### src/core/sdc_params.svh
// Purpose: named offsets, field positions, reset values and timing counts of the serial channel
// Assumes: 32-bit apb data, byte addresses, one register per aligned word
// Notes: definitions only
`ifndef SDC_PARAMS_SVH
`define SDC_PARAMS_SVH

////////////////////////////////////////////////////////////////////////////////
// register byte offsets
`define SDC_OFF_DATA 8'h00
`define SDC_OFF_FIFO_CTRL 8'h04
`define SDC_OFF_CTRL 8'h08
`define SDC_OFF_MODEM_CTRL 8'h0c
`define SDC_OFF_LINE_STAT 8'h10
`define SDC_OFF_MODEM_STAT 8'h14
`define SDC_OFF_IRQ_STAT 8'h18
`define SDC_OFF_IRQ_MASK 8'h1c
`define SDC_OFF_DIVISOR 8'h20

////////////////////////////////////////////////////////////////////////////////
// field positions
`define SDC_FCR_FIFO_EN 0
`define SDC_FCR_RX_CLR 1
`define SDC_FCR_TX_CLR 2
`define SDC_FCR_DMA_MODE 3
`define SDC_FCR_TRIG_LSB 6
`define SDC_FCR_TRIG_MSB 7
`define SDC_CTL_TX_EN 0
`define SDC_MCR_LOOP 4
`define SDC_MCR_OUT_MSB 1
`define SDC_LSR_DATA_READY 0
`define SDC_LSR_OVERRUN 1
`define SDC_LSR_THR_EMPTY 5
`define SDC_LSR_TX_EMPTY 6
`define SDC_MSR_RING_EDGE 2
`define SDC_MSR_RING_STATE 6
`define SDC_IRQ_RX 0
`define SDC_IRQ_TX 1
`define SDC_IRQ_RING 2
`define SDC_IRQ_OVR 3

////////////////////////////////////////////////////////////////////////////////
// widths, reset values, counts
`define SDC_MCR_W 5
`define SDC_IRQ_W 4
`define SDC_DIV_W 16
`define SDC_MCR_RESET 5'h00
`define SDC_DIV_RESET 16'h000d
`define SDC_CHAR_BITS 4'h8
`define SDC_TIMEOUT_BITS 8'h28
`define SDC_TRIG_0 5'h01
`define SDC_TRIG_1 5'h04
`define SDC_TRIG_2 5'h08
`define SDC_TRIG_3 5'h0e

`endif

### src/core/sdc_pkg.sv
// Purpose: shared types of the serial channel
// Assumes: nothing beyond the params header
// Notes: state enums only
package sdc_pkg;
  typedef enum logic [1:0] {SDC_TX_IDLE, SDC_TX_START, SDC_TX_DATA, SDC_TX_STOP} sdc_tx_state_t;
  typedef enum logic [1:0] {SDC_RX_IDLE, SDC_RX_START, SDC_RX_DATA, SDC_RX_STOP} sdc_rx_state_t;
endpackage

### src/core/sdc_channel.sv
// Purpose: one serial channel with dma ready pins, ring status and pin float control
// Assumes: apb slave with one wait state; 8 data bits, one stop bit, no parity
// Notes: every pin output comes from a flip-flop and has an enable for floating
//
// Local design decisions: the register offsets and the APB register port.
`include "sdc_params.svh"
module sdc_channel import sdc_pkg::*; #(
  parameter int FIFO_DEPTH = 16,
  parameter int FIFO_AW = 4
) (
  input wire logic mclk,
  input wire logic rstn,
  input wire logic psel,
  input wire logic penable,
  input wire logic pwrite,
  input wire logic [7:0] paddr,
  input wire logic [31:0] pwdata,
  output logic [31:0] prdata,
  output logic pready,
  output logic pslverr,
  input wire logic serial_in_ch0,
  input wire logic ring_indicator_n_ch0,
  input wire logic output_float,
  output logic serial_out_ch0,
  output logic rx_dma_request_n_ch0,
  output logic tx_dma_request_n_ch0,
  output logic [`SDC_MCR_OUT_MSB:0] modem_ctrl_out,
  output logic irq,
  output logic pins_oe
);
  ////////////////////////////////////////////////////////////////////////////////
  // declarations
  logic [7:0] fifo_ctrl_reg;
  logic tx_enable_reg;
  logic [`SDC_MCR_W-1:0] modem_ctrl_reg;
  logic [`SDC_DIV_W-1:0] divisor_reg;
  logic [`SDC_IRQ_W-1:0] irq_stat_reg;
  logic [`SDC_IRQ_W-1:0] irq_mask_reg;
  logic ring_edge_reg;
  logic overrun_reg;
  logic ring_prev_reg;
  logic [31:0] rd_value;
  logic rd_hit;
  logic apb_done;
  logic wr_data, rd_data, wr_fcr, rd_lsr, rd_msr, rd_irq;
  logic sin_s, ring_s, float_s;
  logic fifo_en, mode1, loop_en, rx_line;
  logic rx_push, rx_full, rx_empty, tx_full, tx_empty, tx_pop;
  logic [7:0] rx_head, tx_head;
  logic [FIFO_AW:0] rx_count, tx_count;
  logic [4:0] trig_level;
  sdc_tx_state_t tx_state_reg;
  sdc_rx_state_t rx_state_reg;
  logic [`SDC_DIV_W-1:0] tx_cnt_reg, rx_cnt_reg;
  logic [3:0] tx_bit_reg, rx_bit_reg;
  logic [7:0] tx_shift_reg, rx_shift_reg;
  logic tx_line_reg;
  logic [7:0] timeout_reg;
  logic rx_timeout;
  logic tx_tick;

  ////////////////////////////////////////////////////////////////////////////////
  // pin synchronisers and buffers
  sdc_sync #(.W(3), .RST(3'h6)) u_sync ( // line resets to mark: space would fake a start bit
    .mclk(mclk),
    .rstn(rstn),
    .async_in({serial_in_ch0, ring_indicator_n_ch0, output_float}),
    .sync_out({sin_s, ring_s, float_s})
  );

  sdc_fifo #(.W(8), .D(FIFO_DEPTH), .AW(FIFO_AW)) u_rx_fifo (
    .mclk(mclk),
    .rstn(rstn),
    .clr(wr_fcr && pwdata[`SDC_FCR_RX_CLR]),
    .push(rx_push && !rx_full),
    .push_data(rx_shift_reg),
    .pop(rd_data),
    .head(rx_head),
    .count(rx_count),
    .full(),
    .empty(rx_empty)
  );

  sdc_fifo #(.W(8), .D(FIFO_DEPTH), .AW(FIFO_AW)) u_tx_fifo (
    .mclk(mclk),
    .rstn(rstn),
    .clr(wr_fcr && pwdata[`SDC_FCR_TX_CLR]),
    .push(wr_data && !tx_full),
    .push_data(pwdata[7:0]),
    .pop(tx_pop),
    .head(tx_head),
    .count(tx_count),
    .full(),
    .empty(tx_empty)
  );

  ////////////////////////////////////////////////////////////////////////////////
  // mode decode: without fifos the buffers act as one-character holding registers
  assign fifo_en = fifo_ctrl_reg[`SDC_FCR_FIFO_EN];
  assign mode1 = fifo_en && fifo_ctrl_reg[`SDC_FCR_DMA_MODE];
  assign loop_en = modem_ctrl_reg[`SDC_MCR_LOOP];
  assign rx_full = fifo_en ? (rx_count == (FIFO_AW+1)'(FIFO_DEPTH)) : !rx_empty;
  assign tx_full = fifo_en ? (tx_count == (FIFO_AW+1)'(FIFO_DEPTH)) : !tx_empty;
  assign rx_line = loop_en ? tx_line_reg : sin_s;

  // trigger level table
  always_comb begin
    case (fifo_ctrl_reg[`SDC_FCR_TRIG_MSB:`SDC_FCR_TRIG_LSB])
      2'h0: trig_level = `SDC_TRIG_0;
      2'h1: trig_level = `SDC_TRIG_1;
      2'h2: trig_level = `SDC_TRIG_2;
      default: trig_level = `SDC_TRIG_3;
    endcase
  end

  ////////////////////////////////////////////////////////////////////////////////
  // apb decode; side effects happen only at the completing edge
  assign apb_done = psel && penable && pready;
  assign wr_data = apb_done && pwrite && (paddr == `SDC_OFF_DATA);
  assign rd_data = apb_done && !pwrite && (paddr == `SDC_OFF_DATA);
  assign wr_fcr = apb_done && pwrite && (paddr == `SDC_OFF_FIFO_CTRL);
  assign rd_lsr = apb_done && !pwrite && (paddr == `SDC_OFF_LINE_STAT);
  assign rd_msr = apb_done && !pwrite && (paddr == `SDC_OFF_MODEM_STAT);
  assign rd_irq = apb_done && !pwrite && (paddr == `SDC_OFF_IRQ_STAT);

  // read mux
  always_comb begin
    rd_value = 32'h0000_0000;
    rd_hit = 1'b1;
    case (paddr)
      `SDC_OFF_DATA: rd_value[7:0] = rx_head;
      `SDC_OFF_FIFO_CTRL: rd_value[7:0] = fifo_ctrl_reg;
      `SDC_OFF_CTRL: rd_value[`SDC_CTL_TX_EN] = tx_enable_reg;
      `SDC_OFF_MODEM_CTRL: rd_value[`SDC_MCR_W-1:0] = modem_ctrl_reg;
      `SDC_OFF_LINE_STAT: begin
        rd_value[`SDC_LSR_DATA_READY] = !rx_empty;
        rd_value[`SDC_LSR_OVERRUN] = overrun_reg;
        rd_value[`SDC_LSR_THR_EMPTY] = tx_empty;
        rd_value[`SDC_LSR_TX_EMPTY] = tx_empty && (tx_state_reg == SDC_TX_IDLE);
      end
      `SDC_OFF_MODEM_STAT: begin
        rd_value[`SDC_MSR_RING_EDGE] = ring_edge_reg;
        rd_value[`SDC_MSR_RING_STATE] = !ring_s;
      end
      `SDC_OFF_IRQ_STAT: rd_value[`SDC_IRQ_W-1:0] = irq_stat_reg;
      `SDC_OFF_IRQ_MASK: rd_value[`SDC_IRQ_W-1:0] = irq_mask_reg;
      `SDC_OFF_DIVISOR: rd_value[`SDC_DIV_W-1:0] = divisor_reg;
      default: rd_hit = 1'b0;
    endcase
  end

  // one wait state lets prdata come from a flop
  always_ff @(posedge mclk) begin
    if (!rstn) begin
      pready <= 1'b0;
      pslverr <= 1'b0;
      prdata <= 32'h0000_0000;
    end else begin
      pready <= psel && penable && !pready;
      pslverr <= psel && penable && !pready && !rd_hit;
      if (psel && penable && !pready) begin
        prdata <= pwrite ? 32'h0000_0000 : rd_value;
      end
    end
  end

  ////////////////////////////////////////////////////////////////////////////////
  // software-written registers; clear bits of fifo control self-clear
  always_ff @(posedge mclk) begin
    if (!rstn) begin
      fifo_ctrl_reg <= 8'h00;
      tx_enable_reg <= 1'b0;
      modem_ctrl_reg <= `SDC_MCR_RESET;
      irq_mask_reg <= '0;
      divisor_reg <= `SDC_DIV_RESET;
    end else if (apb_done && pwrite) begin
      case (paddr)
        `SDC_OFF_FIFO_CTRL: begin
          fifo_ctrl_reg <= pwdata[7:0];
          fifo_ctrl_reg[`SDC_FCR_RX_CLR] <= 1'b0;
          fifo_ctrl_reg[`SDC_FCR_TX_CLR] <= 1'b0;
        end
        `SDC_OFF_CTRL: tx_enable_reg <= pwdata[`SDC_CTL_TX_EN];
        `SDC_OFF_MODEM_CTRL: modem_ctrl_reg <= pwdata[`SDC_MCR_W-1:0];
        `SDC_OFF_IRQ_MASK: irq_mask_reg <= pwdata[`SDC_IRQ_W-1:0];
        `SDC_OFF_DIVISOR: divisor_reg <= pwdata[`SDC_DIV_W-1:0];
        default: ;
      endcase
    end
  end

  ////////////////////////////////////////////////////////////////////////////////
  // sticky flags; a read clears only what it returned, so a new event wins
  always_ff @(posedge mclk) begin
    if (!rstn) begin
      ring_prev_reg <= 1'b1;
      ring_edge_reg <= 1'b0;
      overrun_reg <= 1'b0;
      irq_stat_reg <= '0;
    end else begin
      ring_prev_reg <= ring_s;
      ring_edge_reg <= (ring_edge_reg && !(rd_msr && prdata[`SDC_MSR_RING_EDGE]))
                       || (ring_prev_reg && !ring_s);
      overrun_reg <= (overrun_reg && !(rd_lsr && prdata[`SDC_LSR_OVERRUN]))
                     || (rx_push && rx_full);
      irq_stat_reg <= (irq_stat_reg & ~(rd_irq ? prdata[`SDC_IRQ_W-1:0] : '0))
                      | {rx_push && rx_full, ring_prev_reg && !ring_s,
                         tx_pop, rx_push && !rx_full};
    end
  end

  ////////////////////////////////////////////////////////////////////////////////
  // transmitter: free baud tick, start, eight data bits lsb first, stop
  assign tx_tick = (tx_cnt_reg == '0);
  assign tx_pop = tx_tick && (tx_state_reg == SDC_TX_IDLE) && tx_enable_reg && !tx_empty;

  always_ff @(posedge mclk) begin
    if (!rstn) begin
      tx_cnt_reg <= '0;
      tx_state_reg <= SDC_TX_IDLE;
      tx_bit_reg <= 4'h0;
      tx_shift_reg <= 8'h00;
      tx_line_reg <= 1'b1;
    end else begin
      tx_cnt_reg <= tx_tick ? divisor_reg : tx_cnt_reg - 1'b1;
      if (tx_tick) begin
        case (tx_state_reg)
          SDC_TX_IDLE: begin
            tx_line_reg <= 1'b1;
            if (tx_pop) begin
              tx_shift_reg <= tx_head;
              tx_state_reg <= SDC_TX_START;
            end
          end
          SDC_TX_START: begin
            tx_line_reg <= 1'b0;
            tx_bit_reg <= 4'h0;
            tx_state_reg <= SDC_TX_DATA;
          end
          SDC_TX_DATA: begin
            tx_line_reg <= tx_shift_reg[0];
            tx_shift_reg <= {1'b0, tx_shift_reg[7:1]};
            tx_bit_reg <= tx_bit_reg + 1'b1;
            if (tx_bit_reg == `SDC_CHAR_BITS - 1'b1) begin
              tx_state_reg <= SDC_TX_STOP;
            end
          end
          SDC_TX_STOP: begin
            tx_line_reg <= 1'b1;
            tx_state_reg <= SDC_TX_IDLE;
          end
          default: tx_state_reg <= SDC_TX_IDLE;
        endcase
      end
    end
  end

  ////////////////////////////////////////////////////////////////////////////////
  // receiver: half-bit delay to centre, then one sample per bit time
  assign rx_push = (rx_state_reg == SDC_RX_STOP) && (rx_cnt_reg == '0) && rx_line;

  always_ff @(posedge mclk) begin
    if (!rstn) begin
      rx_state_reg <= SDC_RX_IDLE;
      rx_cnt_reg <= '0;
      rx_bit_reg <= 4'h0;
      rx_shift_reg <= 8'h00;
    end else begin
      if (rx_cnt_reg != '0) begin
        rx_cnt_reg <= rx_cnt_reg - 1'b1;
      end
      case (rx_state_reg)
        SDC_RX_IDLE: if (!rx_line) begin // low is space: start bit
          rx_cnt_reg <= {1'b0, divisor_reg[`SDC_DIV_W-1:1]};
          rx_state_reg <= SDC_RX_START;
        end
        SDC_RX_START: if (rx_cnt_reg == '0) begin
          rx_cnt_reg <= divisor_reg;
          rx_bit_reg <= 4'h0;
          rx_state_reg <= rx_line ? SDC_RX_IDLE : SDC_RX_DATA;
        end
        SDC_RX_DATA: if (rx_cnt_reg == '0) begin
          rx_shift_reg <= {rx_line, rx_shift_reg[7:1]}; // high is mark, a one
          rx_bit_reg <= rx_bit_reg + 1'b1;
          rx_cnt_reg <= divisor_reg;
          if (rx_bit_reg == `SDC_CHAR_BITS - 1'b1) begin
            rx_state_reg <= SDC_RX_STOP;
          end
        end
        SDC_RX_STOP: if (rx_cnt_reg == '0) begin
          rx_state_reg <= SDC_RX_IDLE; // bad stop bit drops the character
        end
        default: rx_state_reg <= SDC_RX_IDLE;
      endcase
    end
  end

  // time-out: data waiting with no push or pop for a few character times
  always_ff @(posedge mclk) begin
    if (!rstn || rx_empty || rx_push || rd_data) begin
      timeout_reg <= 8'h00;
    end else if (tx_tick && !rx_timeout) begin
      timeout_reg <= timeout_reg + 1'b1;
    end
  end
  assign rx_timeout = (timeout_reg == `SDC_TIMEOUT_BITS);

  ////////////////////////////////////////////////////////////////////////////////
  // dma request pins, active low; mode 1 holds its level between the two events
  always_ff @(posedge mclk) begin
    if (!rstn) begin
      rx_dma_request_n_ch0 <= 1'b1;
      tx_dma_request_n_ch0 <= 1'b0;
    end else begin
      if (!mode1) begin
        rx_dma_request_n_ch0 <= rx_empty;
        tx_dma_request_n_ch0 <= !tx_empty;
      end else begin
        if (rx_empty) begin
          rx_dma_request_n_ch0 <= 1'b1;
        end else if (rx_count >= trig_level || rx_timeout) begin
          rx_dma_request_n_ch0 <= 1'b0;
        end
        if (tx_empty) begin
          tx_dma_request_n_ch0 <= 1'b0;
        end else if (tx_full) begin
          tx_dma_request_n_ch0 <= 1'b1;
        end
      end
    end
  end

  // line, modem and interrupt pins; float releases them all
  always_ff @(posedge mclk) begin
    if (!rstn) begin
      serial_out_ch0 <= 1'b1;
      modem_ctrl_out <= '0;
      irq <= 1'b0;
      pins_oe <= 1'b0;
    end else begin
      serial_out_ch0 <= (loop_en || !tx_enable_reg) ? 1'b1 : tx_line_reg;
      modem_ctrl_out <= modem_ctrl_reg[`SDC_MCR_OUT_MSB:0];
      irq <= |(irq_stat_reg & irq_mask_reg);
      pins_oe <= !float_s;
    end
  end
endmodule // sdc_channel

### src/core/sdc_fifo.sv
// Purpose: character fifo used as receive and transmit buffer
// Assumes: push when full and pop when empty are ignored
// Notes: clr empties it in one cycle
module sdc_fifo #(
  parameter int W = 8,
  parameter int D = 16,
  parameter int AW = 4
) (
  input wire logic mclk,
  input wire logic rstn,
  input wire logic clr,
  input wire logic push,
  input wire logic [W-1:0] push_data,
  input wire logic pop,
  output logic [W-1:0] head,
  output logic [AW:0] count,
  output logic full,
  output logic empty
);
  logic [W-1:0] mem [D];
  logic [AW-1:0] wptr_reg;
  logic [AW-1:0] rptr_reg;
  logic [AW:0] count_reg;
  logic do_push;
  logic do_pop;

  assign do_push = push && !full;
  assign do_pop = pop && !empty;
  assign head = mem[rptr_reg];
  assign count = count_reg;
  assign full = (count_reg == (AW+1)'(D));
  assign empty = (count_reg == '0);

  // storage has no reset; only pointers define content
  always_ff @(posedge mclk) begin
    if (do_push) begin
      mem[wptr_reg] <= push_data;
    end
  end

  // pointers and occupancy
  always_ff @(posedge mclk) begin
    if (!rstn || clr) begin
      wptr_reg <= '0;
      rptr_reg <= '0;
      count_reg <= '0;
    end else begin
      if (do_push) begin
        wptr_reg <= (wptr_reg == AW'(D-1)) ? '0 : wptr_reg + 1'b1;
      end
      if (do_pop) begin
        rptr_reg <= (rptr_reg == AW'(D-1)) ? '0 : rptr_reg + 1'b1;
      end
      if (do_push && !do_pop) begin
        count_reg <= count_reg + 1'b1;
      end else if (do_pop && !do_push) begin
        count_reg <= count_reg - 1'b1;
      end
    end
  end
endmodule // sdc_fifo

### src/core/sdc_sync.sv
// Purpose: two-flop synchroniser for pin inputs
// Assumes: inputs are asynchronous to mclk
// Notes: first stage is read only by the second stage
module sdc_sync #(
  parameter int W = 1,
  parameter logic [W-1:0] RST = '0
) (
  input wire logic mclk,
  input wire logic rstn,
  input wire logic [W-1:0] async_in,
  output logic [W-1:0] sync_out
);
  logic [W-1:0] stage1_reg;

  // two stages, synchronous reset to a constant
  always_ff @(posedge mclk) begin
    if (!rstn) begin
      stage1_reg <= RST;
      sync_out <= RST;
    end else begin
      stage1_reg <= async_in;
      sync_out <= stage1_reg;
    end
  end
endmodule // sdc_sync

### config.mk
export PLATFORM = sky130hd
export DESIGN_NAME = sdc_channel
export DESIGN_NICKNAME = d
export VERILOG_FILES = /design/src/core/sdc_pkg.sv /design/src/core/sdc_channel.sv /design/src/core/sdc_fifo.sv /design/src/core/sdc_sync.sv
export VERILOG_INCLUDE_DIRS = /design/src /design/src/core
export SDC_FILE = /design/constraint.sdc
export NUM_CORES = 1
export LEC_CHECK = 0
export BUFFER_PORTS_ARGS = -buffer_cell sky130_fd_sc_hd__buf_2
export CORE_ASPECT_RATIO = 0.5
export CORE_MARGIN = 5
export CORE_UTILIZATION = 40
export DETAILED_ROUTE_END_ITERATION = 7
export PLACE_DENSITY = 0.63
export SLEW_MARGIN = 30
export SYNTH_ARGS = -nofsm -noshare
export SYNTH_HDL_FRONTEND = slang
export SYNTH_HIERARCHICAL = 1
export SYNTH_SLANG_ARGS = --single-unit
export TNS_END_PERCENT = 1
### constraint.sdc
create_clock -name mclk -period 4.2 [get_ports mclk]
set_clock_uncertainty 0.2 [all_clocks]
set_input_delay 0.84 -clock mclk [delete_from_list [all_inputs] [get_ports mclk]]
set_output_delay 0.84 -clock mclk [all_outputs]
set_load 0.005 [all_outputs]
==> impl_results.md <==
* Fin. Hold Viols at 0
* Layout cells sized above 1 at 17.1%
* Root buffer cell: clkbuf_16
* ANT cells at 0
* Crit path DAT at 3850 ps
* Hold Crit Depth at 1
* Most frequent cells in the layout: edfxtp_1, dfxtp_1, nand2_1
* Peak VDD IR at 0.234 mV
* Critical path type: reg -> reg
* Clock Pin Slew Worst Setup and Hold Paths at 60 ps
* Commonest non-fill, non-tap cell in the layout: edfxtp_1
* Die H at 162 um
* Max-cap viol count at 0
* Post-DP Area at 0.0195 mm^2
* Number of global-route vias before repair at 11.5k
* Setup Total Neg Slack at 0 ps
* WL/cell at 19.7 um
* Actual slew at the worst max-slew pin at 861 ps
* HPWL reported at the end of detailed placement at 28.2 mm
* Status: finished clean
* Filler cells at 4,066
* Achievable Freq at 276 MHz
* HP Start: u_sync/sync_out[0]$_SDFF_PN0_
* Post-cts sizing count at 0
* RSZ-0062 raised after global routing: no
* Iter 0 DRT Violations at 832
* Fin crit share at 86.3%
* Critical R2R Launch: u_tx_fifo/count[0]$_SDFFE_PP0P_
* Worst hold slack at 174 ps
* Routed vias/inst at 5.43
* Clock tree buffer depth at 3
* Avg Synthesized Cell Area at 12.8 um^2
* Post-CTS Setup Inserts at 0
* Detailed Routing Iterations Pass 1 at 5
* Max Slew Vio Count at 0
* Total routed wirelength at 42.1 mm
* Initial antenna violation count at 0
* Final Cell Area at 0.0207 mm^2
* Area grow syn2layout at 12.5%
* Setup violators final at 0
* Drt drc at 0
* Largest regs: u_rx_fifo/mem x128, u_tx_fifo/mem x128
* Sink Count at 429
* Port Buf Inserts at 56
* Clk Latency, worst-skew pair at 550 ps
* Final min period at 3630 ps
* Gr usage total at 16.4%
* CP Launch Type: flip-flop
* Layout Nets at 1,599
* Grt total ovfl at 0
* Worst Hold End: pins_oe$_SDFF_PN0_
* R2R depth at 14
* Hold_buf cts at 0
* Total power at 9.66 mW
* Warnings, synthesis at 6
* Largest net degree at the start of global routing at 41
* Routed Antenna Nets at 0
* Slew margin rel. at 42.2%
* First-pass GRT wire length at 66.0 mm
* Syn Std Cell Area at 0.0184 mm^2
* Post-layout util at 45.7%
* Min-Delay Path Class: reg -> reg
* CTS buffer count at 39
* RR Endpoint: u_tx_fifo/count[3]$_SDFFE_PP0P_
* Std cell rows at 55
* Via Count at 11.6k
* Endpoint type of the worst setup path: flip-flop
* WP data required at 4430 ps
* Gate Count Post-Synth at 1,440
* P_leak at 7.05 nW
* Reg2Reg Setup Slack at 570 ps
* Core Footprint at 0.0454 mm^2
* # IOs at 89
* CTS H-Tree Depth at 2
* PD cells at 465 mW/mm^2
* Worst-path fanout max at 9
* Starting Density at 40.6%
* GPL Wtd Cong at 0.862
* Full die area at 0.0508 mm^2
* TritonCTS clock tree: built
* Die width at 314 um
routing by layer:
layer  track usage (%)  vias to the layer above  part of all wire (%)
met1              22.6                     5734                    46
met2              27.3                      256                    47
met4              4.29                        0                   2.6
met3              2.51                       69                   4.4
met5                 0                        -                     0
li1                  -                     5560                     -
area by class of cell:
class                           count  area (um^2)  share of cell area (%)
Tap cell                          598          748                    3.61
Sequential cell                   429        11200                    53.8
Inverter                           39          149                   0.718
Clock buffer                       51         1050                    5.07
Multi-Input combinational cell    899         6780                    32.7
Clock inverter                     21          228                    1.10
Timing Repair Buffer              102          638                    3.08
worst max-delay path: stages, from the launching register on:
cell and delay [ps]:
dfxtp_1 370, or4_4 620, nor2_1 180, o21ai_0 100
nor4_1 320, buf_4 200, o21ai_4 100, inv_4 80
ha_1 170, inv_1 110, ha_1 290, a21o_1 170
a21oi_1 170, nor4_1 60, or3_1 360
power breakdown:
group	leakage (nW)	switching (mW)	total [mW]	internal, mW
sequential	3.74	0.158	4.73	4.57
clock	0.617	1.56	3.60	2.03
combinational	2.69	0.816	1.33	0.518
total	7.05	2.54	9.66	7.12
worst max-delay path by stage:
stage / slack (ps) / start / cells after the start / endpoint
CTS: 580 / u_tx_fifo/count[0]$_SDFFE_PP0P_ / 14 / u_tx_fifo/count[3]$_SDFFE_PP0P_
floorplan: 440 / paddr[1] / 12 / u_tx_fifo/count[3]$_SDFFE_PP0P_
detailed placement: 400 / paddr[2] / 14 / u_tx_fifo/count[3]$_SDFFE_PP0P_
global placement: 400 / paddr[2] / 14 / u_tx_fifo/count[3]$_SDFFE_PP0P_
finish: 570 / u_tx_fifo/count[0]$_SDFFE_PP0P_ / 14 / u_tx_fifo/count[3]$_SDFFE_PP0P_
global route: 370 / u_rx_fifo/count[0]$_SDFFE_PP0P_ / 13 / u_rx_fifo/count[4]$_SDFFE_PP0P_
stage by stage:
stage	std cells	setup slack (ps)
after floorplan	1455	442
after detailed placement	2067	399
final	2139	574
after global placement	2067	400
after global routing	2139	369
after CTS	2139	584
Note: power is estimated with default switching activity, not from simulation.
